$ cat config.mk
export PLATFORM = sky130hd
export DESIGN_NAME = hms_homing_sequencer
export DESIGN_NICKNAME = d
export VERILOG_FILES = /design/src/rtl/hms_pkg.sv /design/src/rtl/hms_homing_sequencer.sv
export SDC_FILE = /design/constraint.sdc
export NUM_CORES = 2
export LEC_CHECK = 0
export ABC_AREA = 1
export BUFFER_PORTS_ARGS = -buffer_cell sky130_fd_sc_hd__buf_2
export CORE_MARGIN = 8
export CORE_UTILIZATION = 45
export CTS_BUF_LIST = sky130_fd_sc_hd__clkbuf_4 sky130_fd_sc_hd__clkbuf_8 sky130_fd_sc_hd__clkbuf_16
export CTS_CLUSTER_DIAMETER = 40
export DETAILED_ROUTE_END_ITERATION = 7
export GPL_ROUTABILITY_DRIVEN = 1
export SYNTH_ARGS = -nofsm -noshare
export SYNTH_HDL_FRONTEND = slang
export SYNTH_SLANG_ARGS = --single-unit
$ cat constraint.sdc
create_clock -name clk_i -period 5.2 [get_ports clk_i]
set_input_delay 0 -clock clk_i [delete_from_list [all_inputs] [get_ports clk_i]]
set_output_delay 0 -clock clk_i [all_outputs]
set_load 0.005 [all_outputs]
$ cat src/rtl/hms_pkg.sv
// Purpose: Shared constants for the homing method sequencer.
// Assumes: 40 MHz clock, classic Wishbone with 32-bit data.
// Notes:   Byte offsets are word aligned; widths are fixed.
package hms_pkg;
	// Register byte offsets
	localparam logic [7:0] OFS_CTRL      = 8'h00; // Method, direction, dog
	localparam logic [7:0] OFS_HOME_SPD  = 8'h04; // Homing speed
	localparam logic [7:0] OFS_CREEP_SPD = 8'h08; // Creep speed
	localparam logic [7:0] OFS_SHIFT     = 8'h0C; // Home shift distance
	localparam logic [7:0] OFS_HOME_POS  = 8'h10; // Home position data
	localparam logic [7:0] OFS_POST_DOG  = 8'h14; // Post-dog travel
	localparam logic [7:0] OFS_DWELL     = 8'h18; // Stopper dwell, ms
	localparam logic [7:0] OFS_STOP_TL   = 8'h1C; // Stopper torque limit
	localparam logic [7:0] OFS_INT_TL2   = 8'h20; // Internal limit two
	localparam logic [7:0] OFS_FWD_TL    = 8'h24; // Forward torque limit
	localparam logic [7:0] OFS_REV_TL    = 8'h28; // Reverse torque limit
	localparam logic [7:0] OFS_ACC_TC    = 8'h2C; // Entry 1 accel constant
	localparam logic [7:0] OFS_DEC_TC    = 8'h30; // Entry 1 decel constant
	localparam logic [7:0] OFS_STATUS    = 8'h34; // Live status, read only
	localparam logic [7:0] OFS_POSITION  = 8'h38; // Current position, RO
	localparam logic [7:0] OFS_IRQ_STAT  = 8'h3C; // Sticky events, W1C
	localparam logic [7:0] OFS_IRQ_MASK  = 8'h40; // Event enables

	// Control field positions
	localparam int CTRL_METHOD_LSB = 0;  // Four-bit method code
	localparam int CTRL_DIR_BIT    = 4;  // 1 = reverse direction
	localparam int CTRL_POL_BIT    = 5;  // 1 = dog active high

	// Method codes
	localparam logic [3:0] METHOD_STOPPER = 4'h3; // Stopper type
	localparam logic [3:0] METHOD_IGNORE  = 4'h4; // Servo-on as home
	localparam logic [3:0] METHOD_REAR    = 4'h5; // Dog rear-end reference

	// Interrupt bit positions
	localparam int IRQ_DONE_BIT  = 0;    // Homing completed
	localparam int IRQ_BAD_BIT   = 1;    // Request with unusable code
	localparam int IRQ_LIMIT_BIT = 2;    // Torque limiting began

	// Reset values
	localparam logic [5:0]  CTRL_RST  = 6'h23; // Stopper, dog active high
	localparam logic [15:0] SPD_RST   = 16'h0000; // Speeds
	localparam logic [31:0] DIST_RST  = 32'h0000_0000; // Distances
	localparam logic [15:0] TL_RST    = 16'hFFFF; // Torque limits
	localparam logic [15:0] TC_RST    = 16'h0001; // Ramp constants

	// Timing
	localparam int CLK_HZ        = 40_000_000; // Clock rate
	localparam int MS_TIME_US    = 1000;       // Dwell tick, us
	localparam int MS_CYCLES     = CLK_HZ / 1_000_000 * MS_TIME_US;
	localparam int STALL_TIME_US = 10;         // Stall hold, us
	localparam int STALL_CYCLES  = CLK_HZ / 1_000_000 * STALL_TIME_US;

	// Sequencer states, Gray along the dog path
	typedef enum logic [2:0] {
		ST_IDLE   = 3'b000,
		ST_FAST   = 3'b001,
		ST_CREEP  = 3'b011,
		ST_TRAVEL = 3'b010,
		ST_DONE   = 3'b110,
		ST_PRESS  = 3'b101,
		ST_DWELL  = 3'b100
	} hms_state_t;
endpackage

$ cat src/rtl/hms_homing_sequencer.sv
// Purpose: Homing sequencer for a positioning servo, stopper, servo-on
//          and dog rear-end reference methods, behind a Wishbone slave.
// Assumes: Pins are asynchronous and synchronised here; torque feedback
//          comes from the current loop on the same clock.
// Notes:   Speed output is a ramped magnitude; dir_o gives the sense.

module hms_homing_sequencer #(
	parameter int TICK_CYCLES = hms_pkg::MS_CYCLES // Cycles per ms
) (
	input  wire logic        clk_i,                // 40 MHz clock
	input  wire logic        rst_i,                // Sync reset, high
	input  wire logic        wb_cyc_i,             // Bus cycle
	input  wire logic        wb_stb_i,             // Strobe
	input  wire logic        wb_we_i,              // Write enable
	input  wire logic [7:0]  wb_adr_i,             // Byte address
	input  wire logic [3:0]  wb_sel_i,             // Byte lanes
	input  wire logic [31:0] wb_dat_i,             // Write data
	output logic      [31:0] wb_dat_o,             // Read data
	output logic             wb_ack_o,             // Acknowledge
	input  wire logic        op_mode_select_one_i, // Mode pin
	input  wire logic [4:0]  table_select_i,       // Table pins 0..4
	input  wire logic        internal_limit_select_i, // Limit two pin
	input  wire logic        external_limit_select_i, // Analog sel pin
	input  wire logic [15:0] analog_torque_limit_i,   // Analog limit
	input  wire logic        dog_i,                // Proximity dog pin
	input  wire logic        servo_on_i,           // Servo-on pin
	input  wire logic        enc_pulse_i,          // Encoder step pin
	input  wire logic        enc_rev_i,            // Encoder sense pin
	input  wire logic [15:0] torque_fb_i,          // Torque magnitude
	output logic      [15:0] speed_cmd_o,          // Speed command
	output logic             dir_o,                // 1 = reverse
	output logic      [15:0] torque_limit_o,       // Active limit
	output logic             homing_complete_out_o, // Home reached
	output logic             torque_limiting_flag_o, // At a limit
	output logic             irq_o                 // Level interrupt
);
	// Configuration registers
	logic [5:0]  ctrl_q;                 // Method, direction, polarity
	logic [15:0] home_spd_q, creep_spd_q; // Homing and creep speeds
	logic [31:0] shift_q, post_dog_q;    // Shift, post-dog travel
	logic [31:0] home_pos_q;             // Home position data
	logic [15:0] dwell_q;                // Stopper dwell, ms
	logic [15:0] stop_tl_q, int_tl2_q;   // Stopper limit, limit two
	logic [15:0] fwd_tl_q, rev_tl_q;     // Forward, reverse limits
	logic [15:0] acc_tc_q, dec_tc_q;     // Cycles per ramp step
	logic [2:0]  irq_stat_q, irq_mask_q; // Sticky events, enables
	// Synchronisers, two stages, stage one read only by stage two
	logic [27:0] sync1_q;                // First stage
	logic [27:0] sync2_q;                // Second stage
	logic        enc_prev_q, son_prev_q, req_prev_q; // Edge memories
	// Sequencer
	hms_pkg::hms_state_t state_q;        // Sequencer state
	logic [31:0] pos_q;                  // Current position
	logic [31:0] travel_q;               // Steps since rear end
	logic [15:0] target_q;               // Speed the ramp aims at
	logic [15:0] ramp_cnt_q;             // Ramp step timer
	logic [31:0] tick_cnt_q;             // Ms prescaler
	logic [15:0] dwell_cnt_q, stall_cnt_q; // Dwell ms, stalled cycles
	logic        limit_prev_q;           // Limiting flag memory
	// Decoded inputs: seven single pins on top, table, analog limit
	logic        mode_s, son_s, dog_s, enc_s, rev_s, isel_s, esel_s;
	logic [4:0]  tsel_s;
	logic [15:0] tla_s;
	assign {mode_s, son_s, dog_s, enc_s, rev_s, isel_s, esel_s} =
		sync2_q[27:21];
	assign tsel_s = sync2_q[20:16];
	assign tla_s  = sync2_q[15:0];
	// Derived controls
	logic [3:0]  method;                 // Method code field
	logic        dog_act;                // Dog seen at its active level
	logic        enc_step, son_rise;     // Encoder step, servo-on edge
	logic        home_req;               // Rising homing request
	logic        wr_en;                  // Write takes effect now
	logic [15:0] other_tl, eff_tl;       // Pin-chosen, applied limits
	logic        at_limit, done_evt;     // Torque at limit, completion
	logic [31:0] dist_tot, wmask;        // Travel plus shift, lane mask
	assign method   = ctrl_q[hms_pkg::CTRL_METHOD_LSB +: 4];
	// Polarity bit chooses which level means dog present
	assign dog_act  = ctrl_q[hms_pkg::CTRL_POL_BIT] ? dog_s : !dog_s;
	assign enc_step = enc_s && !enc_prev_q;
	// Mode pin on with every table pin off is a homing request
	assign home_req = mode_s && (tsel_s == 5'h00) && !req_prev_q;
	assign son_rise = son_s && !son_prev_q;
	assign wr_en    = wb_cyc_i && wb_stb_i && wb_we_i && wb_ack_o;
	assign dist_tot = post_dog_q + shift_q;
	assign wmask    = {{8{wb_sel_i[3]}}, {8{wb_sel_i[2]}},
		{8{wb_sel_i[1]}}, {8{wb_sel_i[0]}}};
	assign done_evt = ((state_q == hms_pkg::ST_TRAVEL) && enc_step &&
		(travel_q + 32'h0000_0001 >= dist_tot)) ||
		((state_q == hms_pkg::ST_DWELL) && (dwell_cnt_q >= dwell_q)) ||
		((method == hms_pkg::METHOD_IGNORE) && son_rise);
	// Analog limit when the external select is on, else limit two;
	// pressing takes the smaller of that and the stopper limit if either select is on
	always_comb begin
		other_tl = esel_s ? tla_s : int_tl2_q;
		eff_tl   = dir_o ? rev_tl_q : fwd_tl_q;
		if (state_q == hms_pkg::ST_PRESS) begin
			eff_tl = ((isel_s || esel_s) && other_tl < stop_tl_q) ?
				other_tl : stop_tl_q;
		end
	end
	// Reaching forward, reverse or a selected limit two
	assign at_limit = (torque_fb_i >= fwd_tl_q) ||
		(torque_fb_i >= rev_tl_q) ||
		(isel_s && torque_fb_i >= int_tl2_q);
	// Pin synchronisers
	always_ff @(posedge clk_i) begin
		if (rst_i) begin
			sync1_q    <= '0;
			sync2_q    <= '0;
			{enc_prev_q, son_prev_q, req_prev_q} <= 3'h0;
		end else begin
			sync1_q    <= {op_mode_select_one_i, servo_on_i, dog_i,
				enc_pulse_i, enc_rev_i, internal_limit_select_i,
				external_limit_select_i, table_select_i,
				analog_torque_limit_i};
			sync2_q    <= sync1_q;
			enc_prev_q <= enc_s;
			son_prev_q <= son_s;
			req_prev_q <= mode_s && (tsel_s == 5'h00);
		end
	end
	// Wishbone ack, one cycle after the strobe, dropped the next
	always_ff @(posedge clk_i) begin
		if (rst_i) begin
			wb_ack_o <= 1'b0;
			wb_dat_o <= '0;
		end else begin
			wb_ack_o <= wb_cyc_i && wb_stb_i && !wb_ack_o;
			case (wb_adr_i)
				hms_pkg::OFS_CTRL:      wb_dat_o <= {26'h0, ctrl_q};
				hms_pkg::OFS_HOME_SPD:  wb_dat_o <= {16'h0, home_spd_q};
				hms_pkg::OFS_CREEP_SPD: wb_dat_o <= {16'h0, creep_spd_q};
				hms_pkg::OFS_SHIFT:     wb_dat_o <= shift_q;
				hms_pkg::OFS_HOME_POS:  wb_dat_o <= home_pos_q;
				hms_pkg::OFS_POST_DOG:  wb_dat_o <= post_dog_q;
				hms_pkg::OFS_DWELL:     wb_dat_o <= {16'h0, dwell_q};
				hms_pkg::OFS_STOP_TL:   wb_dat_o <= {16'h0, stop_tl_q};
				hms_pkg::OFS_INT_TL2:   wb_dat_o <= {16'h0, int_tl2_q};
				hms_pkg::OFS_FWD_TL:    wb_dat_o <= {16'h0, fwd_tl_q};
				hms_pkg::OFS_REV_TL:    wb_dat_o <= {16'h0, rev_tl_q};
				hms_pkg::OFS_ACC_TC:    wb_dat_o <= {16'h0, acc_tc_q};
				hms_pkg::OFS_DEC_TC:    wb_dat_o <= {16'h0, dec_tc_q};
				hms_pkg::OFS_STATUS:    wb_dat_o <= {26'h0, dog_act,
					torque_limiting_flag_o, homing_complete_out_o,
					state_q};
				hms_pkg::OFS_POSITION:  wb_dat_o <= pos_q;
				hms_pkg::OFS_IRQ_STAT:  wb_dat_o <= {29'h0, irq_stat_q};
				hms_pkg::OFS_IRQ_MASK:  wb_dat_o <= {29'h0, irq_mask_q};
				// Unmapped reads answer zero
				default:                wb_dat_o <= 32'h0000_0000;
			endcase
		end
	end

	// Register writes at the acknowledging edge
	always_ff @(posedge clk_i) begin
		if (rst_i) begin
			ctrl_q      <= hms_pkg::CTRL_RST;
			home_spd_q  <= hms_pkg::SPD_RST;
			creep_spd_q <= hms_pkg::SPD_RST;
			shift_q     <= hms_pkg::DIST_RST;
			home_pos_q  <= hms_pkg::DIST_RST;
			post_dog_q  <= hms_pkg::DIST_RST;
			dwell_q     <= hms_pkg::SPD_RST;
			stop_tl_q   <= hms_pkg::TL_RST;
			int_tl2_q   <= hms_pkg::TL_RST;
			fwd_tl_q    <= hms_pkg::TL_RST;
			rev_tl_q    <= hms_pkg::TL_RST;
			acc_tc_q    <= hms_pkg::TC_RST;
			dec_tc_q    <= hms_pkg::TC_RST;
			irq_mask_q  <= 3'h0;
		end else if (wr_en) begin
			case (wb_adr_i)
				hms_pkg::OFS_CTRL:      ctrl_q <= (ctrl_q & ~wmask[5:0]) |
					(wb_dat_i[5:0] & wmask[5:0]);
				hms_pkg::OFS_HOME_SPD:  home_spd_q  <= wb_dat_i[15:0];
				hms_pkg::OFS_CREEP_SPD: creep_spd_q <= wb_dat_i[15:0];
				hms_pkg::OFS_SHIFT:     shift_q <= (shift_q & ~wmask) |
					(wb_dat_i & wmask);
				hms_pkg::OFS_HOME_POS:  home_pos_q <= (home_pos_q & ~wmask)
					| (wb_dat_i & wmask);
				hms_pkg::OFS_POST_DOG:  post_dog_q <= (post_dog_q & ~wmask)
					| (wb_dat_i & wmask);
				hms_pkg::OFS_DWELL:     dwell_q    <= wb_dat_i[15:0];
				hms_pkg::OFS_STOP_TL:   stop_tl_q  <= wb_dat_i[15:0];
				hms_pkg::OFS_INT_TL2:   int_tl2_q  <= wb_dat_i[15:0];
				hms_pkg::OFS_FWD_TL:    fwd_tl_q   <= wb_dat_i[15:0];
				hms_pkg::OFS_REV_TL:    rev_tl_q   <= wb_dat_i[15:0];
				hms_pkg::OFS_ACC_TC:    acc_tc_q   <= wb_dat_i[15:0];
				hms_pkg::OFS_DEC_TC:    dec_tc_q   <= wb_dat_i[15:0];
				hms_pkg::OFS_IRQ_MASK:  irq_mask_q <= wb_dat_i[2:0];
				// Read-only and unmapped writes are dropped
				default: ;
			endcase
		end
	end

	// Sequencer, targets and home capture
	always_ff @(posedge clk_i) begin
		if (rst_i) begin
			state_q               <= hms_pkg::ST_IDLE;
			target_q              <= 16'h0000;
			travel_q              <= 32'h0000_0000;
			dwell_cnt_q           <= 16'h0000;
			homing_complete_out_o <= 1'b0;
			dir_o                 <= 1'b0;
		end else begin
			case (state_q)
				hms_pkg::ST_IDLE, hms_pkg::ST_DONE: begin
					target_q <= 16'h0000;
					if (home_req && (method == hms_pkg::METHOD_STOPPER ||
						method == hms_pkg::METHOD_REAR)) begin
						// Direction from the control field
						dir_o    <= ctrl_q[hms_pkg::CTRL_DIR_BIT];
						target_q <= home_spd_q;
						homing_complete_out_o <= 1'b0;
						state_q  <= (method == hms_pkg::METHOD_STOPPER) ?
							hms_pkg::ST_PRESS : hms_pkg::ST_FAST;
					end
				end
				hms_pkg::ST_FAST: begin
					// Front end seen: ramp down to creep
					if (dog_act) begin
						target_q <= creep_spd_q;
						state_q  <= hms_pkg::ST_CREEP;
					end
				end
				hms_pkg::ST_CREEP: begin
					// Rear end by sampled dog, no index pulse used
					if (!dog_act) begin
						travel_q <= 32'h0000_0000;
						state_q  <= hms_pkg::ST_TRAVEL;
					end
				end
				hms_pkg::ST_TRAVEL: begin
					if (done_evt) begin
						target_q <= 16'h0000;
						state_q  <= hms_pkg::ST_DONE;
					end else if (enc_step) begin
						travel_q <= travel_q + 32'h0000_0001;
					end
				end
				hms_pkg::ST_PRESS: begin
					// Stalled at the limit: contact taken, dwell begins
					if (stall_cnt_q >= 16'(hms_pkg::STALL_CYCLES)) begin
						target_q    <= 16'h0000;
						dwell_cnt_q <= 16'h0000;
						state_q     <= hms_pkg::ST_DWELL;
					end
				end
				hms_pkg::ST_DWELL: begin
					if (done_evt) begin
						state_q <= hms_pkg::ST_DONE;
					end else if (tick_cnt_q == 32'(TICK_CYCLES - 1)) begin
						dwell_cnt_q <= dwell_cnt_q + 16'h0001;
					end
				end
				default: state_q <= hms_pkg::ST_IDLE;
			endcase
			// Completion on any done event; servo-on home whatever the mode pins say
			if (done_evt) begin
				homing_complete_out_o <= 1'b1;
			end
		end
	end

	// Position counter, reloaded with home data on completion
	always_ff @(posedge clk_i) begin
		if (rst_i) begin
			pos_q <= 32'h0000_0000;
		end else if (done_evt) begin
			pos_q <= home_pos_q;
		end else if (enc_step) begin
			pos_q <= rev_s ? pos_q - 32'h0000_0001 : pos_q + 32'h0000_0001;
		end
	end

	// Ramp toward the target with entry 1 constants
	always_ff @(posedge clk_i) begin
		if (rst_i) begin
			speed_cmd_o <= 16'h0000;
			ramp_cnt_q  <= 16'h0000;
		end else if (speed_cmd_o == target_q) begin
			ramp_cnt_q <= 16'h0000;
		end else if (ramp_cnt_q + 16'h0001 >= (speed_cmd_o < target_q ?
			acc_tc_q : dec_tc_q)) begin
			ramp_cnt_q  <= 16'h0000;
			speed_cmd_o <= (speed_cmd_o < target_q) ?
				speed_cmd_o + 16'h0001 : speed_cmd_o - 16'h0001;
		end else begin
			ramp_cnt_q <= ramp_cnt_q + 16'h0001;
		end
	end

	// Ms prescaler and stall timer
	always_ff @(posedge clk_i) begin
		if (rst_i) begin
			tick_cnt_q  <= 32'h0000_0000;
			stall_cnt_q <= 16'h0000;
		end else begin
			tick_cnt_q <= (tick_cnt_q == 32'(TICK_CYCLES - 1)) ?
				32'h0000_0000 : tick_cnt_q + 32'h0000_0001;
			// Any encoder step restarts the stall window
			if (state_q != hms_pkg::ST_PRESS || enc_step ||
				torque_fb_i < eff_tl) begin
				stall_cnt_q <= 16'h0000;
			end else if (stall_cnt_q < 16'(hms_pkg::STALL_CYCLES)) begin
				stall_cnt_q <= stall_cnt_q + 16'h0001;
			end
		end
	end

	// Limit output, flag and interrupts; set beats clear
	always_ff @(posedge clk_i) begin
		if (rst_i) begin
			torque_limit_o         <= hms_pkg::TL_RST;
			torque_limiting_flag_o <= 1'b0;
			limit_prev_q           <= 1'b0;
			irq_stat_q             <= 3'h0;
			irq_o                  <= 1'b0;
		end else begin
			torque_limit_o         <= eff_tl;
			torque_limiting_flag_o <= at_limit;
			limit_prev_q           <= at_limit;
			irq_stat_q <= (irq_stat_q & ~((wr_en &&
				wb_adr_i == hms_pkg::OFS_IRQ_STAT) ? wb_dat_i[2:0] : 3'h0))
				| {at_limit && !limit_prev_q,
				home_req && method != hms_pkg::METHOD_STOPPER &&
				method != hms_pkg::METHOD_REAR, done_evt};
			irq_o <= |(irq_stat_q & irq_mask_q);
		end
	end

	// Completion follows the dwell count in stopper homing
	dwell_done_a: assert property (@(posedge clk_i) disable iff (rst_i)
		state_q == hms_pkg::ST_DWELL && dwell_cnt_q >= dwell_q |=>
		homing_complete_out_o && state_q == hms_pkg::ST_DONE)
		else $error("dwell end without completion");
	// Completion loads home data into position
	home_load_a: assert property (@(posedge clk_i) disable iff (rst_i)
		done_evt |=> pos_q == $past(home_pos_q))
		else $error("home data not loaded");
	// Stopper limit applied while pressing
	stop_limit_a: assert property (@(posedge clk_i) disable iff (rst_i)
		state_q == hms_pkg::ST_PRESS && !isel_s && !esel_s |=>
		torque_limit_o == $past(stop_tl_q))
		else $error("stopper limit not applied");
	// Never above the stopper limit while pressing
	stop_min_a: assert property (@(posedge clk_i) disable iff (rst_i)
		state_q == hms_pkg::ST_PRESS |=> torque_limit_o <= $past(stop_tl_q))
		else $error("limit above stopper value");
	// Flag follows torque at limit
	limit_flag_a: assert property (@(posedge clk_i) disable iff (rst_i)
		torque_fb_i >= fwd_tl_q |=> torque_limiting_flag_o)
		else $error("limiting flag missed");
	// Stopper request starts pressing at homing speed
	stop_start_a: assert property (@(posedge clk_i) disable iff (rst_i)
		state_q == hms_pkg::ST_IDLE && home_req &&
		method == hms_pkg::METHOD_STOPPER |=>
		state_q == hms_pkg::ST_PRESS && target_q == $past(home_spd_q))
		else $error("stopper start wrong");
	// Dog front end switches to creep
	front_creep_a: assert property (@(posedge clk_i) disable iff (rst_i)
		state_q == hms_pkg::ST_FAST && dog_act |=>
		state_q == hms_pkg::ST_CREEP && target_q == $past(creep_spd_q))
		else $error("creep not entered at dog");
	// Servo-on home completes at once
	son_home_a: assert property (@(posedge clk_i) disable iff (rst_i)
		method == hms_pkg::METHOD_IGNORE && son_rise |=>
		homing_complete_out_o)
		else $error("servo-on home missed");
	// Stall held long enough leaves pressing
	stall_exit_a: assert property (@(posedge clk_i) disable iff (rst_i)
		state_q == hms_pkg::ST_PRESS &&
		stall_cnt_q >= 16'(hms_pkg::STALL_CYCLES) |=>
		state_q == hms_pkg::ST_DWELL && target_q == 16'h0000)
		else $error("stall not taken as contact");
endmodule

==> flow_summary.json <==
{
  "outcome": "finished clean",
  "drive_gt1_frac": 0.107,
  "crit_arrival_ns": 5.27,
  "io_buffers": 161,
  "setup_violations": 0,
  "max_freq_mhz": 213,
  "num_io_pins": 162,
  "row_count": 95,
  "cp_max_fo": 21,
  "min_period_ns": 4.70,
  "h-tree-depth": 3,
  "period_share": 0.904,
  "seq_area_frac_synth": 0.360,
  "track_usage": 0.259,
  "r2r_cells": 25,
  "core_mm2": 0.0668,
  "setup-tns-final_ns": 0,
  "required_ns": 5.77,
  "synth_top_area_frac": 0.360,
  "dieHeight_um": 275,
  "yosys_warnings": 0,
  "grt_pass1_vias": 26872,
  "finalMaxSlewViolations": 0,
  "vias": 28725,
  "grt_pass1_wl_um": 154000,
  "cts_tree": "done",
  "ff2ff_setup_slack_ns": 0.50,
  "grt_antenna_before_repair": 1,
  "drc": 0,
  "gp_congestion": 1.00,
  "rsz0062_at_grt": "false",
  "netlist_top_cells_area": "dfxtp_1, ha_1, a21oi_1, inv_1, nand2_1",
  "grt_start_max_net_pins": 159,
  "leakagePower_nw": 15.6,
  "hold_viol": 0,
  "peakVddDrop_mv": 0.350,
  "grt.overflow.total": 0,
  "numCtsBuffers": 93,
  "clk_latency_ns": 0.65,
  "slowest_delay_ns": 0.36,
  "avgSynthCellArea_um2": 7.33,
  "skew_ns": 0.0243,
  "ant_nets": 0,
  "routed_via_density": 5.44,
  "routed_wl_um": 100000,
  "async_reset_ff_frac": 0,
  "cp_slowest_cell": "ha_1",
  "die_area_mm2": 0.0756,
  "synth_cell_type_count": 67,
  "syn-num-nets": 4447,
  "synthesis.area_mm2": 0.0302,
  "synth_ff_type": "dfxtp_1",
  "hp-class": "in -> reg",
  "yosysMostFrequentCell": "inv_1",
  "reg2reg_to": "pos_q[27]",
  "cts_buffer_depth": 3,
  "p_per_area_mw_per_mm2": 394,
  "first_pass_iters": 6,
  "tightest_slew_ns": 1.10,
  "yosysTopAreaCell": "dfxtp_1",
  "routedWlPerCell_um": 19.0,
  "crit_end": "pos_q[27]",
  "syn_to_final_growth_pct": 19.2,
  "nets": 4660,
  "clk_pin_slew_ns": 0.06,
  "relSlewSlack": 0.269,
  "drt_iter0_drc": 2595,
  "synthCells": 4112,
  "initial_core_util": 0.451,
  "post_cts_buffers": 0,
  "synth_common_cells": "inv_1, nand2_1, dfxtp_1",
  "die_width_um": 275,
  "drv_cap": 0,
  "final_core_util": 0.538,
  "startpoint_type": "flip-flop",
  "critical_path_class": "reg -> reg",
  "endpoint_kind": "flip-flop",
  "cts-root-buf": "clkbuf_16",
  "clock-sinks": 543,
  "dp_hpwl_um": 73300,
  "synth-edff-count": 0,
  "synth_seq_cells": 543
}
[report_power, final]
part / internal [mW] / switching, mW
Combinational: 1.08 / 2.17
Sequential: 4.34 / 0.0962
Clock: 4.10 / 2.39
Total: 9.51 / 4.66
[how the worst min path moves through the flow]
| stage | startpoint | end | slack (ns) | depth (start not counted) |
|---|---|---|---|---|
| 2_1_floorplan | analog_torque_limit_i[0] | sync1_q[0] | 0.11 | 2 |
| 3_3_place_gp | table_select_i[2] | sync1_q[18] | 0.20 | 3 |
| 3_5_place_dp | op_mode_select_one_i | sync1_q[27] | 0.21 | 3 |
| 4_1_cts | wb_adr_i[0] | wb_dat_o[16] | 0.007 | 5 |
| 5_1_grt | wb_adr_i[0] | wb_dat_o[16] | 0.06 | 5 |
| 6_report | wb_sel_i[0] | flip-flop | 0.05 | 5 |
[layer usage]
metal	up-vias	track usage	wire, um
li1	14300	-	-
met1	13113	0.347	44100
met2	1092	0.397	43200
met3	220	0.0594	8810
met4	0	0.115	4250
met5	-	0	0
[timing repair]
item,4_1_cts,5_1_grt
hold buffers,87,0
hold endpoints to repair,303,0
setup endpoints to repair,0,100
resized for setup,0,12
[cell usage in the layout (no fill, tap or decap), types with 11 or more instances in the layout]
cell / count
dfxtp_1: 543
nor4_1: 20
nor2_2: 11
a211oi_1: 42
or2_2: 15
a21oi_1: 466
ha_1: 239
o21a_1: 11
inv_6: 14
buf_2: 160
inv_1: 561
o22ai_1: 67
xnor2_1: 36
buf_4: 30
nand2_1: 557
a41oi_1: 11
clkbuf_16: 95
nor2_1: 448
xor2_1: 103
nand4_1: 53
a22oi_1: 15
o21ai_0: 352
dlygate4sd3_1: 87
o211ai_1: 32
a31oi_1: 19
a32o_1: 17
bufinv_16: 11
nand3_1: 89
inv_2: 13
a221oi_1: 41
nor3_1: 57
clkinvlp_4: 17
[kinds of logic (layout without fill, tap and decap cells)]
family / Yosys count / in the layout / share of synthesized area
compound gates: 1135 / 1135 / 0.215
buf+inv: 748 / 1041 / 0.0952
other cells: 0 / 1 / 0
simple gates: 1305 / 1306 / 0.187
flops: 543 / 543 / 0.360
fa+ha+maj: 242 / 242 / 0.101
xor+xnor: 139 / 139 / 0.0404
[per-stage QoR]
step / hold slack (ns) / cells / power [mW] / area [um^2] / setup WS (ns)
floorplan: 0.107 / 4112 / 6.82 / 30200 / 1.19
global placement: 0.198 / 5014 / 7.64 / 31700 / 0.289
detailed placement: 0.206 / 5014 / 7.69 / 31700 / 0.251
CTS: 0.00673 / 5277 / 14.3 / 35900 / 0.204
global route: 0.0648 / 5279 / 15.0 / 35900 / 0.00108
finish: 0.0509 / 5280 / 14.2 / 35900 / 0.499
[critical path: cells and delay by family (launching register included)]
family | cells | cell delay (ns)
flip-flops | 1 | 0.32
XOR/XNOR | 1 | 0.18
adder cells (fa/ha/maj) | 2 | 0.62
buffers and inverters | 2 | 0.41
AND/OR/NAND/NOR | 8 | 1.01
AO/OA/AOI/OAI | 12 | 2.08
[final cells by class]
class | instances | area [um^2]
Fill cell | 6483 | 30900
Timing Repair Buffer | 281 | 1960
Clock inverter | 68 | 840
Clock buffer | 108 | 2520
Multi-Input combinational cell | 2822 | 16500
Sequential cell | 543 | 10900
Antenna cell | 1 | 2.50
Timing Repair inverter | 1 | 5.00
Tap cell | 873 | 1090
Inverter | 583 | 2200
No activity file was read; power rests on OpenSTA's default activity.
